### src/design/cdd_pkg.sv
/*
 * Shared constants and state types for the codec digital datapath.
 * Assumes a single device clock that doubles as the device master clock.
 */
`default_nettype none
package cdd_pkg;

	// --------------------------------------------------------------
	// Register map (byte addresses)
	// --------------------------------------------------------------
	localparam logic [7:0] OFF_CTRL_FIRST = 8'h00;
	localparam logic [7:0] OFF_CTRL_THIRD = 8'h04;
	localparam logic [7:0] OFF_CTRL_FOURTH = 8'h08;
	localparam logic [7:0] OFF_CTRL_FIFTH = 8'h0c;
	localparam logic [7:0] OFF_PLAY_WORD = 8'h10;
	localparam logic [7:0] OFF_REC_WORD = 8'h14;
	localparam logic [7:0] CTRL_RST = 8'h00;

	// --------------------------------------------------------------
	// Field positions
	// --------------------------------------------------------------
	localparam int MODE_DATA_BIT = 0;
	localparam int MODE_MIXED_BIT = 1;
	localparam int REF_OUT_BIT = 6;
	localparam int REF_LEVEL_BIT = 7;
	localparam int GAIN_LSB = 4;
	localparam int GAIN_MSB = 6;
	localparam int MUTE_BIT = 7;
	localparam int BYPASS_BIT = 5;

	// --------------------------------------------------------------
	// Rates and filter figures
	// --------------------------------------------------------------
	localparam logic [2:0] OSR_LAST = 3'h7;
	localparam logic [7:0] SAMPLE_LAST = 8'hff;
	localparam int INTERP_SHIFT = 10;
	localparam logic [4:0] WORD_LAST = 5'h0f;
	localparam logic signed [16:0] DEC_MID = 17'sh04000;
	localparam logic signed [16:0] DEC_FS = 17'sh03fff;
	localparam logic [15:0] SAT_16 = 16'h7fff;
	localparam logic [15:0] SAT_15 = 16'h3fff;
	localparam logic signed [17:0] SDM_POS = 18'sh07fff;
	localparam logic signed [17:0] SDM_NEG = -18'sh08000;

	typedef enum logic [1:0] {SER_IDLE, SER_FRAME, SER_SHIFT} cdd_ser_e;

	typedef struct packed {
		logic [7:0] cnt;
		logic [2:0][15:0] di;
		logic [2:0][15:0] dd;
		logic [15:0] rec;
		logic [7:0] ctl_first;
		logic [7:0] ctl_third;
		logic [7:0] ctl_fourth;
		logic [7:0] ctl_fifth;
		logic [15:0] play;
		logic [2:0][25:0] ie;
		logic [2:0][25:0] ii;
		logic [17:0] err;
		logic pos;
		logic neg;
		logic [2:0] sck;
		logic [2:0] sds;
		logic sck_lvl;
		logic sdi_lvl;
		cdd_ser_e ser;
		logic [15:0] sh;
		logic [4:0] bitcnt;
		logic pend;
		logic sdo;
		logic sdofs;
		logic pready;
		logic pslverr;
		logic [31:0] prdata;
	} cdd_state_s;

	localparam cdd_state_s STATE_RST = '0;

endpackage
`default_nettype wire

### src/design/cdd_codec_datapath.sv
/*
 * Codec digital datapath: record decimator and word formatter, playback
 * interpolator and sigma-delta modulator, control bits, serial port and
 * an APB register slave.
 * Assumes pclk is the device master clock, the record modulator bit is
 * produced on pclk, and the serial clock arrives asynchronously.
 */
// Functional notes
// - Record path takes a one-bit modulator stream at master clock over eight.
// - Third-order sinc decimator lowers rate eight to 256, one bit to 15.
// - Decimator and interpolator both are the cube of a 32-tap moving sum.
// - Record words two's complement; 16-bit mode shifts left, LSB zero.
// - At or above positive full scale the saturated code with LSB one is sent.
// - Mixed mode gives 15-bit samples, frame MSB flags control versus data.
// - Playback words are two's complement, 7fff top and 8000 bottom.
// - Interpolator raises playback words from rate 256 up to rate eight.
// - Without a new playback word the held word is used again.
// - Bypass bit sends the playback word straight to the modulator.
// - Playback modulator makes a one-bit stream at master clock over eight.
// - Three-bit gain field selects +6 dB down to -15 dB in 3 dB steps.
// - Mute bit silences the differential playback output.
// - Reference select bit chooses 1.2 V when clear, 2.4 V when set.
// - Reference output enable drives the buffered reference pin.
// - Serial words both ways shift at serial clock rate, MSB first.
// - First control register bit 0 selects data mode, bit 1 mixed mode when bit 0 is set.
`timescale 1ns/1ps
`default_nettype none

module cdd_codec_datapath (
	// Clock and reset
	input wire logic pclk,
	input wire logic presetn,
	// APB slave
	input wire logic psel,
	input wire logic penable,
	input wire logic pwrite,
	input wire logic [7:0] paddr,
	input wire logic [31:0] pwdata,
	output logic [31:0] prdata,
	output logic pready,
	output logic pslverr,
	// Record modulator stream
	input wire logic rec_mod_bit,
	// Serial port
	input wire logic sclk,
	input wire logic sdi,
	output logic sdo,
	output logic sdofs,
	// Playback stream and analog controls
	output logic playback_out_pos,
	output logic playback_out_neg,
	output logic [2:0] out_gain_sel,
	output logic playback_mute,
	output logic ref_level_select,
	output logic ref_output_enable
);
	import cdd_pkg::*;

	cdd_state_s s_q;
	cdd_state_s s_d;

	logic tick8;
	logic tsamp;
	logic data_mode;
	logic mixed_mode;
	logic bypass;
	logic sck_rise;
	logic sck_fall;
	logic [15:0] c1;
	logic [15:0] c2;
	logic [15:0] c3;
	logic [25:0] pw;
	logic [25:0] k1;
	logic [25:0] k2;
	logic [25:0] k3;
	logic [15:0] mod_x;
	logic signed [17:0] sum;
	logic mbit;
	logic [15:0] rx_word;
	logic apb_acc;
	logic [2:0] reg_sel;

	// --------------------------------------------------------------
	// Elaboration checks
	// --------------------------------------------------------------
	// The sample interval must hold exactly 32 modulator ticks for the sinc nulls
	if ((int'(SAMPLE_LAST) + 1) != 32 * (int'(OSR_LAST) + 1)) begin
		$error("sample interval is not 32 modulator ticks");
	end
	// The interpolator slice must end at the top of its integrator
	if (INTERP_SHIFT + 16 != $bits(pw)) begin
		$error("interpolator gain shift does not fit the integrator width");
	end
	// The frame logic counts sixteen bit times
	if (int'(WORD_LAST) != 15) begin
		$error("serial word length is not sixteen bits");
	end

	// --------------------------------------------------------------
	// Pin synchroniser filter
	// --------------------------------------------------------------
	// A level counts only once the second and third flops agree, so a
	// metastable sample can never pass for a serial clock edge
	function automatic logic sync_level(input logic [2:0] taps, input logic held);
		if (taps[1] == taps[2]) begin
			sync_level = taps[2];
		end else begin
			sync_level = held;
		end
	endfunction

	// --------------------------------------------------------------
	// Register decode, shared by the read and the write side
	// --------------------------------------------------------------
	function automatic logic [2:0] reg_index(input logic [7:0] a);
		unique case (a)
			OFF_CTRL_FIRST: reg_index = 3'h0;
			OFF_CTRL_THIRD: reg_index = 3'h1;
			OFF_CTRL_FOURTH: reg_index = 3'h2;
			OFF_CTRL_FIFTH: reg_index = 3'h3;
			OFF_PLAY_WORD: reg_index = 3'h4;
			OFF_REC_WORD: reg_index = 3'h5;
			default: reg_index = 3'h7;
		endcase
	endfunction

	// --------------------------------------------------------------
	// Record word formatting
	// --------------------------------------------------------------
	function automatic logic [15:0] fmt_rec(input logic [15:0] v, input logic mixed);
		logic signed [16:0] cen;
		logic sat;
		cen = $signed({1'b0, v}) - DEC_MID;
		sat = (cen >= DEC_FS);
		if (mixed) begin
			fmt_rec = sat ? SAT_15 : {1'b0, cen[14:0]};
		end else if (sat) begin
			fmt_rec = SAT_16;
		end else begin
			fmt_rec = {cen[14:0], 1'b0};
		end
	endfunction

	// --------------------------------------------------------------
	// Next-state logic
	// --------------------------------------------------------------
	always_comb begin
		s_d = s_q;
		tick8 = (s_q.cnt[2:0] == OSR_LAST);
		tsamp = (s_q.cnt == SAMPLE_LAST);
		data_mode = s_q.ctl_first[MODE_DATA_BIT];
		mixed_mode = data_mode & s_q.ctl_first[MODE_MIXED_BIT];
		bypass = s_q.ctl_fifth[BYPASS_BIT];
		s_d.cnt = s_q.cnt + 8'h01;

		// Serial clock and data: three flops, level accepted once the last two agree
		s_d.sck = {s_q.sck[1:0], sclk};
		s_d.sds = {s_q.sds[1:0], sdi};
		s_d.sck_lvl = sync_level(s_q.sck, s_q.sck_lvl);
		s_d.sdi_lvl = sync_level(s_q.sds, s_q.sdi_lvl);
		sck_rise = s_d.sck_lvl & ~s_q.sck_lvl;
		sck_fall = ~s_d.sck_lvl & s_q.sck_lvl;

		// Decimator integrators run once per modulator bit
		if (tick8) begin
			s_d.di[0] = s_q.di[0] + {15'h0000, rec_mod_bit};
			s_d.di[1] = s_q.di[1] + s_q.di[0];
			s_d.di[2] = s_q.di[2] + s_q.di[1];
		end
		// Combs at the output rate; wrap-around arithmetic keeps them exact
		c1 = s_q.di[2] - s_q.dd[0];
		c2 = c1 - s_q.dd[1];
		c3 = c2 - s_q.dd[2];
		if (tsamp) begin
			s_d.dd[0] = s_q.di[2];
			s_d.dd[1] = c1;
			s_d.dd[2] = c2;
			s_d.rec = fmt_rec(c3, mixed_mode);
		end

		// Interpolator combs take the held word every interval
		pw = {{10{s_q.play[15]}}, s_q.play};
		k1 = pw - s_q.ie[0];
		k2 = k1 - s_q.ie[1];
		k3 = k2 - s_q.ie[2];
		if (tsamp) begin
			s_d.ie[0] = pw;
			s_d.ie[1] = k1;
			s_d.ie[2] = k2;
		end
		// Zero stuffing: the comb output enters only on the interval tick
		if (tick8) begin
			s_d.ii[0] = s_q.ii[0] + (tsamp ? k3 : 26'h0000000);
			s_d.ii[1] = s_q.ii[1] + s_q.ii[0];
			s_d.ii[2] = s_q.ii[2] + s_q.ii[1];
		end

		// First-order modulator; error stays bounded for any 16-bit input
		mod_x = bypass ? s_q.play : s_q.ii[2][INTERP_SHIFT +: 16];
		sum = $signed(s_q.err) + $signed({{2{mod_x[15]}}, mod_x});
		mbit = ~sum[17];
		if (tick8) begin
			s_d.err = 18'(sum - (mbit ? SDM_POS : SDM_NEG));
			s_d.pos = mbit & ~s_q.ctl_fourth[MUTE_BIT];
			s_d.neg = ~mbit & ~s_q.ctl_fourth[MUTE_BIT];
		end

		// APB: one wait state, write lands on the completing edge
		apb_acc = psel & penable & s_q.pready;
		reg_sel = reg_index(paddr);
		s_d.pready = psel & penable & ~s_q.pready;
		s_d.pslverr = 1'b0;
		s_d.prdata = 32'h00000000;
		if (psel & penable & ~s_q.pready) begin
			unique case (reg_sel)
				3'h0: s_d.prdata = {24'h000000, s_q.ctl_first};
				3'h1: s_d.prdata = {24'h000000, s_q.ctl_third};
				3'h2: s_d.prdata = {24'h000000, s_q.ctl_fourth};
				3'h3: s_d.prdata = {24'h000000, s_q.ctl_fifth};
				3'h4: s_d.prdata = {16'h0000, s_q.play};
				3'h5: s_d.prdata = {16'h0000, s_q.rec};
				default: s_d.pslverr = 1'b1;
			endcase
		end
		// The record word and unmapped addresses take no write
		if (apb_acc & pwrite) begin
			unique case (reg_sel)
				3'h0: s_d.ctl_first = pwdata[7:0];
				3'h1: s_d.ctl_third = pwdata[7:0];
				3'h2: s_d.ctl_fourth = pwdata[7:0];
				3'h3: s_d.ctl_fifth = pwdata[7:0];
				3'h4: s_d.play = pwdata[15:0];
				default: s_d.ctl_first = s_q.ctl_first;
			endcase
		end

		// Serial port: the codec opens every frame, input shares the register
		rx_word = {s_q.sh[14:0], s_q.sdi_lvl};
		if (tsamp) begin
			s_d.pend = 1'b1;
		end
		unique case (s_q.ser)
			SER_IDLE: begin
				if (sck_rise & s_q.pend) begin
					s_d.pend = tsamp;
					s_d.sh = s_q.rec;
					s_d.sdofs = 1'b1;
					s_d.ser = SER_FRAME;
				end
			end
			SER_FRAME: begin
				if (sck_rise) begin
					s_d.sdofs = 1'b0;
					s_d.sdo = s_q.sh[15];
					s_d.bitcnt = 5'h00;
					s_d.ser = SER_SHIFT;
				end
			end
			SER_SHIFT: begin
				if (sck_rise) begin
					s_d.sdo = s_q.sh[15];
				end
				if (sck_fall) begin
					// Host bits arrive only inside a codec frame
					s_d.sh = rx_word;
					s_d.bitcnt = s_q.bitcnt + 5'h01;
					if (s_q.bitcnt == WORD_LAST) begin
						s_d.ser = SER_IDLE;
						if (mixed_mode) begin
							if (!rx_word[15]) begin
								s_d.play = {rx_word[14:0], 1'b0};
							end
						end else if (data_mode) begin
							s_d.play = rx_word;
						end
					end
				end
			end
		endcase
	end

	// --------------------------------------------------------------
	// State register
	// --------------------------------------------------------------
	always_ff @(posedge pclk or negedge presetn) begin
		if (!presetn) begin
			s_q <= STATE_RST;
		end else begin
			s_q <= s_d;
		end
	end

	// --------------------------------------------------------------
	// Outputs, all straight from the state register
	// --------------------------------------------------------------
	assign prdata = s_q.prdata;
	assign pready = s_q.pready;
	assign pslverr = s_q.pslverr;
	assign sdo = s_q.sdo;
	assign sdofs = s_q.sdofs;
	assign playback_out_pos = s_q.pos;
	assign playback_out_neg = s_q.neg;
	// Code 0 is the loudest setting; the analog gain stage decodes it
	assign out_gain_sel = s_q.ctl_fourth[GAIN_MSB:GAIN_LSB];
	assign playback_mute = s_q.ctl_fourth[MUTE_BIT];
	assign ref_level_select = s_q.ctl_third[REF_LEVEL_BIT];
	assign ref_output_enable = s_q.ctl_third[REF_OUT_BIT];

endmodule

`default_nettype wire

### config.mk
export PLATFORM = sky130hd
export DESIGN_NAME = cdd_codec_datapath
export DESIGN_NICKNAME = d
export VERILOG_FILES = /design/src/design/cdd_pkg.sv /design/src/design/cdd_codec_datapath.sv
export SDC_FILE = /design/constraint.sdc
export NUM_CORES = 1
export LEC_CHECK = 0
export BUFFER_PORTS_ARGS = -buffer_cell sky130_fd_sc_hd__buf_2
export CORE_ASPECT_RATIO = 0.75
export CORE_UTILIZATION = 44
export CTS_CLUSTER_SIZE = 8
export DETAILED_ROUTE_END_ITERATION = 6
export GPL_TIMING_DRIVEN = 0
export SLEW_MARGIN = 40
export SYNTH_ARGS = -nofsm -noshare
export SYNTH_HDL_FRONTEND = slang
export SYNTH_SLANG_ARGS = --single-unit
### constraint.sdc
create_clock -name pclk -period 11.5 [get_ports pclk]
set_clock_uncertainty 0.05 [all_clocks]
set_input_delay 2.3 -clock pclk [delete_from_list [all_inputs] [get_ports pclk]]
set_output_delay 2.3 -clock pclk [all_outputs]
set_load 0.05 [all_outputs]
==> metrics.md, run 1 <==
| Metric | Value |
|---|---|
| Synth Area in Simple Gates | roughly 14% |
| Share of cells above drive strength 1 | 11.8% |
| Vias/cell | 5.67 |
| Synth Area per Inst | just over 9 sq um |
| Seq/Total Area, Yosys | 35.4% |
| Post-CTS Resized | 0 |
| Fin crit period | 8.57 ns |
| DRT Wirelength | 72900 um |
| Wirelength per Cell | 18.9 um |
| Worst Path Buf+Inv | 1 |
| Worst relative slew slack | between 40% and 50% |
| Leakage | 14.0 nW |
| Num rows | 77 |
| Switching portion of total power | between 30% and 40% |
| Setup violations, final | 0 |
| TNS Setup | 0 ns |
| TritonCTS clock tree | built |
| Number of global-route vias before repair | 21342 |
| DRT antenna net count | 0 |
| DRC | 0 |
| Number of synthesized flops with an enable pin | 0 |
| Top Family by Delay on Critical Path | compound AO/OA/AOI/OAI gates |
| Inserted Clock Buffers | 53 |
| NetSw | 1.96 mW |
| Postcts setup bufs | 0 |
| Measured slew at the worst slew-check pin | around 0.9 ns |
| Final HPWL DP | 55800 um |
| Top Metal Used | met4 |
| Routed length on met1 | 37400 um |
| Die area | 61600 sq um |
| Leading cell type in the layout, fill and taps excluded | dfrtp_1 |
| Hold Path Class | reg2reg |
| Post-synthesis compound-gate area fraction | a little under a fifth |
| Worst VDD drop | 0.000260 V |
| Power density cells | 169 nW/um^2 |
| Fmax | 0.117 GHz |
| Crit share post-route | roughly three quarters |
| Clk slew on worst S/H paths | 0.05 ns |
| Clk Latency, worst-skew pair | 0.59 ns |
| Hold buffers post-CTS | 0 |
| DR vias | 21854 |
| Post-Synth XOR/XNOR Area | 6.59% |
| Comb pwr share | a little over two fifths |
| RSZ-0062 raised after global routing | false |
| Initial antenna violation count | 1 |
| Netlist Area Pre-Place | around 27000 sq um |
| Largest net degree at the start of global routing | 72 |
| Area of the core | 59400 sq um |
| Multiplexer area fraction after synthesis | 7.08% |
| Deepest clock path buffer count | 3 |
| Clk sinks | around 380 |
| Setup Slack @ Placement | around 3.1 ns |
| Share of the synthesized area in the top cell type | 35.4% |
| Area growth, synth to finish | 11.2% |
| Clk pwr share | between 20% and 30% |
| IO Count | 92 |
| Setup CP Type | reg2reg |
| Post-layout nets | about 3400 |
| Final GP Congestion | between 0.9 and 1 |
| Unique masters post-synth | 83 |
| WL met3 | 4740 um |
| Final worst slack | 2.93 ns |
| DR WL met2 | 29500 um |
| Largest family of logic cells by synthesized area | compound AO/OA/AOI/OAI gates |
| Initial Utilization | 44.9% |
| Worst Path Arrival | 9.03 ns |
| DRT iter0 DRCs | ~1600 |
| Synth area leader | dfrtp_1 |
| Die span in x | 286 um |
| First-pass GRT wire length | 118000 um |
| Total global routing track utilization | 23.9% |
| Die height | 215 um |
| Hold Fails Final Rpt | 0 |
| Outcome | finished clean |
| CTS root buffer | clkbuf_16 |
| Router iterations before antenna repair | 5 |
| Htree depth | 2 |
| CP Launch Type | register |
| P_int | between 3 and 4 mW |
| Crit path max fanout | 6 |
| Synth Area in Adders | 13.1% |
| Worst EP required | about 12 ns |
| Ys Warns | 0 |
| I/O Buffers | 59 |
| Crit path capture type | register |
| Slew Viols, Final | 0 |
| Fraction of registers with async set or reset after synthesis | between 90% and 100% |
| Reg power frac | 28.0% |
| Synth area leaders | dfrtp_1 35%, ha_1 12%, mux2_2 5.7% |
| Global route overflow | 0 |
| Max cap viols | 0 |
| Commonest non-fill, non-tap cells in the layout | 377 x dfrtp_1, 296 x nand2_1, 256 x ha_1 |
| Post-synth top flop | dfrtp_1 |
| Synthesized instance count | 2926 |
| Seq cells post-synth | 377 |
| Max incr delay on CP | 0.54 ns |
| Slowest cell on crit path | or4_1 |
| ANT cells | 0 |
## layer usage
layer / GRT usage (%) / vias up
li1: - / 10633
met1: 37.5 / 10584
met2: 33.8 / 557
met3: 3.77 / 80
met4: 5.24 / 0
met5: 0 / -
## state kept, by name, summed over array words and instances, names as in the netlist, 3 cells and up
signal        cells
s_q             311
prdata           16
pw               16
rx_word          16
s_d               4
out_gain_sel      3
## power by group through the flow
stage | logic, mW | registers, mW | clock network [mW]
6_report | 2.20 | 1.41 | 1.42
2_1_floorplan | 1.71 | 1.41 | 0
5_1_grt | 2.46 | 1.41 | 1.51
4_1_cts | 2.18 | 1.41 | 1.46
3_3_place_gp | 2.13 | 1.43 | 0
3_5_place_dp | 2.16 | 1.43 | 0
## per-stage QoR
stage | cell area [sq um] | instances | total power [mW] | hold slack, ns | utilization, %
4_1_cts | 29700 | 3856 | 5.04 | 0.295 | 49.9
3_5_place_dp | 28300 | 3798 | 3.59 | 0.287 | 47.5
3_3_place_gp | 28000 | 3790 | 3.55 | 0.284 | 47.1
5_1_grt | 29700 | 3856 | 5.38 | 0.299 | 49.9
2_1_floorplan | 26700 | 2941 | 3.12 | 0.281 | -
6_report | 29700 | 3856 | 5.02 | 0.294 | 49.9
## cells in the mapped netlist (all sizes together) (17+ instances only)
cell type / instances
or3: 18
buf: 48
nand3: 57
nor3: 60
nand2: 296
a211oi: 25
o21a: 30
and3: 30
ha: 256
a22oi: 18
o21bai: 19
nand2b: 30
a31oi: 33
and2: 17
xnor2: 146
a21o: 58
a21oi: 205
mux2: 134
xor2: 52
dfrtp: 377
mux2i: 38
o31ai: 33
a21boi: 28
inv: 201
clkbuf: 69
nor2b: 39
o21ai: 223
nor2: 191
## final cells by class
cell class | instances | area (sq um)
clock buffers | 56 | 1390
clock inverters | 2 | 16.3
plain buffers | 117 | 599
flip-flops and latches | 377 | 9430
repair buffers | 67 | 483
well taps | 790 | 988
fillers | 5444 | 29800
multi-input cells | 2246 | 16000
inverters | 201 | 754
## cells by family (layout without fill, tap and decap cells)
logic type / Yosys count / after routing
AND/OR/NAND/NOR: 801 / 801
AO/OA/AOI/OAI: 787 / 787
flip-flops: 377 / 377
buffers and inverters: 318 / 443
adder cells (fa/ha/maj): 271 / 271
XOR/XNOR: 199 / 199
multiplexers: 172 / 172
other: 1 / 16
## worst paths after layout
| path | depth (start not counted) | from | slack, ns | endpoint |
|---|---|---|---|---|
| max in group asynchronous | 4 | presetn | 8.67 | s_q[280] |
| hold / removal | 0 | s_d[66] | 0.29 | s_d[67] |
| min in group asynchronous | 2 | presetn | 1.67 | s_q[362] |
| setup / recovery | 32 | pw[0] | 2.93 | s_q[113] |
| setup reg to reg | 32 | pw[0] | 2.93 | s_q[113] |
| hold reg to reg | 0 | s_d[66] | 0.29 | s_d[67] |
Power figures use the tool's default switching activity.
==> run 2, diff against run 1 <==
==> constraint.sdc (replaced) <==
create_clock -name pclk -period 6.9 [get_ports pclk]
set_clock_uncertainty 0.05 [all_clocks]
set_input_delay 1.38 -clock pclk [delete_from_list [all_inputs] [get_ports pclk]]
set_output_delay 1.38 -clock pclk [all_outputs]
set_load 0.05 [all_outputs]
==> run 2 against run 1 <==
Net effect: first-iteration DRC count rose by 10%; sequential power increased by 66%; critical path depth up 1; utilization increased by 1.6 points; count of clock-buffer cells in the layout stayed put; sequential share of layout area decreased by 0.96 points; largest cell class unchanged; worst hold slack hardly changed; fmax grew 21%; the flow now finishes with violations (negative setup slack); sequential cell count stayed put; non-clock buffer count grew 45; worst setup slack got worse by 3.1 ns.
==> metrics.md, run 2 (synthesized netlist as in run 1, its figures left out) <==
| Metric | Value |
|---|---|
| RSZ-0062 raised after global routing | true |
| Final HPWL DP | 55800 um (unchanged) |
| DRT iter0 DRCs | 1738 (+10%) |
| Fin crit period | 7.06 ns (-1.51 ns) |
| Slew Viols, Final | 0 (unchanged) |
| Reg with most FFs | s_q |
| Reg power frac | 27.2% (-0.8 points) |
| Clk Latency, worst-skew pair | 0.59 ns (about the same) |
| CP dominant cell by count | ha_2 |
| Area taken by multi-input logic gates | 16600 sq um (+3.4%) |
| Switching portion of total power | 39.2% (+0.15 points) |
| Num rows | 77 (unchanged) |
| Outcome | complete, but fails checks |
| Largest register FFs | 311 (unchanged) |
| DR vias | 22221 (+1.7%) |
| DRT antenna net count | 0 (unchanged) |
| Final worst slack | -0.163 ns (-3.09 ns) |
| Setup violations, final | 2 (+2) |
| Post-layout nets | 3425 (+1.3%) |
| Setup Slack @ Placement | -1.48 ns (-4.60 ns) |
| Hold buffers post-CTS | 0 (unchanged) |
| Fin area | 30600 sq um (+3.2%) |
| Setup CP Type | reg2reg |
| Final core utilization | 51.5% (+1.6 points) |
| Vias/cell | 5.70 (+0.51%) |
| TNS Setup | -0.277 ns (-0.277 ns) |
| Deepest clock path buffer count | 3 (unchanged) |
| Wirelength per Cell | 19.1 um (+1.3%) |
| Area of the core | 59400 sq um (unchanged) |
| Fill count | 5365 (-1.5%) |
| FF/Latch Area | 9440 sq um (about the same) |
| Worst EP required | 7.36 ns (-4.60 ns) |
| Leading cell type in the layout, fill and taps excluded | dfrtp_1 |
| Max incr delay on CP | 0.50 ns (-0.04 ns) |
| DRT Wirelength | 74700 um (+2.5%) |
| Initial Utilization | 44.9% (unchanged) |
| Commonest non-fill, non-tap cells in the layout | 373 x dfrtp_1, 293 x nand2_1, 242 x ha_1 |
| IO Count | 92 (unchanged) |
| Die span in x | 286 um (unchanged) |
| Leakage | 14.3 nW (+2.6%) |
| Share of cells above drive strength 1 | 16.5% (+4.7 points) |
| Crit path capture type | register |
| Final Total Pwr | 8.62 mW (+72%) |
| I/O Buffers | 59 (unchanged) |
| CP Launch Type | register |
| ANT cells | 0 (unchanged) |
| Global route overflow | 0 (unchanged) |
| Fmax | 0.142 GHz (+21%) |
| Failing checks | negative setup slack |
| Initial antenna violation count | 3 (+2) |
| Worst VDD drop | 0.000452 V (+74%) |
| Measured slew at the worst slew-check pin | 0.886 ns (+0.00342 ns) |
| Power density cells | 281 nW/um^2 (+66%) |
| Crit path max fanout | 4 (-2) |
| First-pass GRT wire length | 119000 um (+1.1%) |
| Slowest cell on crit path | or4_1 |
| Hold Fails Final Rpt | 0 (unchanged) |
| Hold Path Class | reg2reg |
| Max cap viols | 0 (unchanged) |
| Worst hold slack | 0.295 ns (+0.000483 ns) |
| CTS root buffer | clkbuf_16 |
| NetSw | 3.38 mW (+72%) |
| Die area | 61600 sq um (unchanged) |
| Htree depth | 2 (unchanged) |
| Final Instance Count excl. Fillers | 3901 (+1.2%) |
| TritonCTS clock tree | built |
| Area growth, synth to finish | 14.7% |
| Clk pwr share | 27.5% (-0.7 points) |
| Clk sinks | 377 (unchanged) |
| P_int | 5.24 mW (+71%) |
| Largest net degree at the start of global routing | 72 (unchanged) |
| Clk slew on worst S/H paths | 0.06 ns (about the same) |
| DP Area | 28300 sq um (unchanged) |
| Crit share post-route | 102% (+28 points) |
| Final GP Congestion | 0.904 (unchanged) |
| Placed Cells | 3798 (unchanged) |
| Number of global-route vias before repair | 21635 (+1.4%) |
| Total global routing track utilization | 24.1% (+0.23 points) |
| Router iterations before antenna repair | 6 (+1) |
| DRC | 0 (unchanged) |
| Inserted Clock Buffers | 53 (unchanged) |
| Worst relative slew slack | 40.9% (-0.23 points) |
| Slack of the worst reg-to-reg path | -0.16 ns (-3.09 ns) |
| Worst Path Arrival | 7.53 ns (-1.50 ns) |
| Comb pwr share | 45.3% (+1.5 points) |
| Die height | 215 um (unchanged) |
run 2: changes by cell type in the layout (fill, tap and decap cells not counted), moves of 6 or more:
cell      change
a21oi_1      -14
nor3_1        -7
nor2_1        -6
xnor2_1       -6
nor3_2        +6
buf_4        +47
ha_2         +10
a21oi_2      +13
ha_1         -14
a21boi_0      -8
xnor2_2       +6
o21ai_2       +7
o21ai_0      -11
run 2: repair_timing:
| action | in CTS | in global routing |
|---|---|---|
| endpoints found under the setup margin | 22 | 31 |
| resized for setup | 70 | 71 |
| buffers inserted | 30 | 19 |
| pin swaps | 55 | 63 |
| gates cloned | 0 | 1 |
run 2: path summary, 6_finish.rpt:
check	startpoint	to	cells after the start
max	pw[0]	s_q[113]	33
min	s_d[66]	s_d[67]	0
max reg2reg	pw[0]	s_q[113]	33
min reg2reg	s_d[66]	s_d[67]	0
max in group asynchronous	presetn	bypass	4
min in group asynchronous	presetn	s_q[362]	2
run 2: worst max-delay path, delay by kind of cell, from the launching register on:
family / cells / cell delay, ns
buf+inv: 4 / 0.46
compound gates: 12 / 2.44
simple gates: 9 / 1.95
fa+ha+maj: 5 / 1.15
flops: 1 / 0.39
xor+xnor: 3 / 0.56
run 2: layout make-up:
| cell class | instances | share of cell area [%] |
|---|---|---|
| clock inverter | 2 | 0.0531 |
| clock buffer | 56 | 4.54 |
| inverter | 201 | 2.46 |
| sequential | 377 | 30.8 |
| multi-input combinational | 2246 | 54.1 |
| buffer | 112 | 1.90 |
| timing repair buffer | 117 | 2.88 |
| tap | 790 | 3.23 |
run 2: metal layers:
layer,vias to the layer above,share of wire [%],GRT usage (%)
met4,2,1.6,5.15
met5,-,0.054,0
met2,606,41,34.5
li1,10719,-,-
met3,82,6.4,3.76
met1,10812,50,37.6
run 2: power groups by stage:
stage	Clock, mW	Combinational [mW]	Sequential, mW
floorplan	0	2.84	2.35
global route	2.51	4.34	2.35
finish	2.37	3.90	2.34
CTS	2.43	3.66	2.34
detailed placement	0	3.61	2.38
global placement	0	3.55	2.38
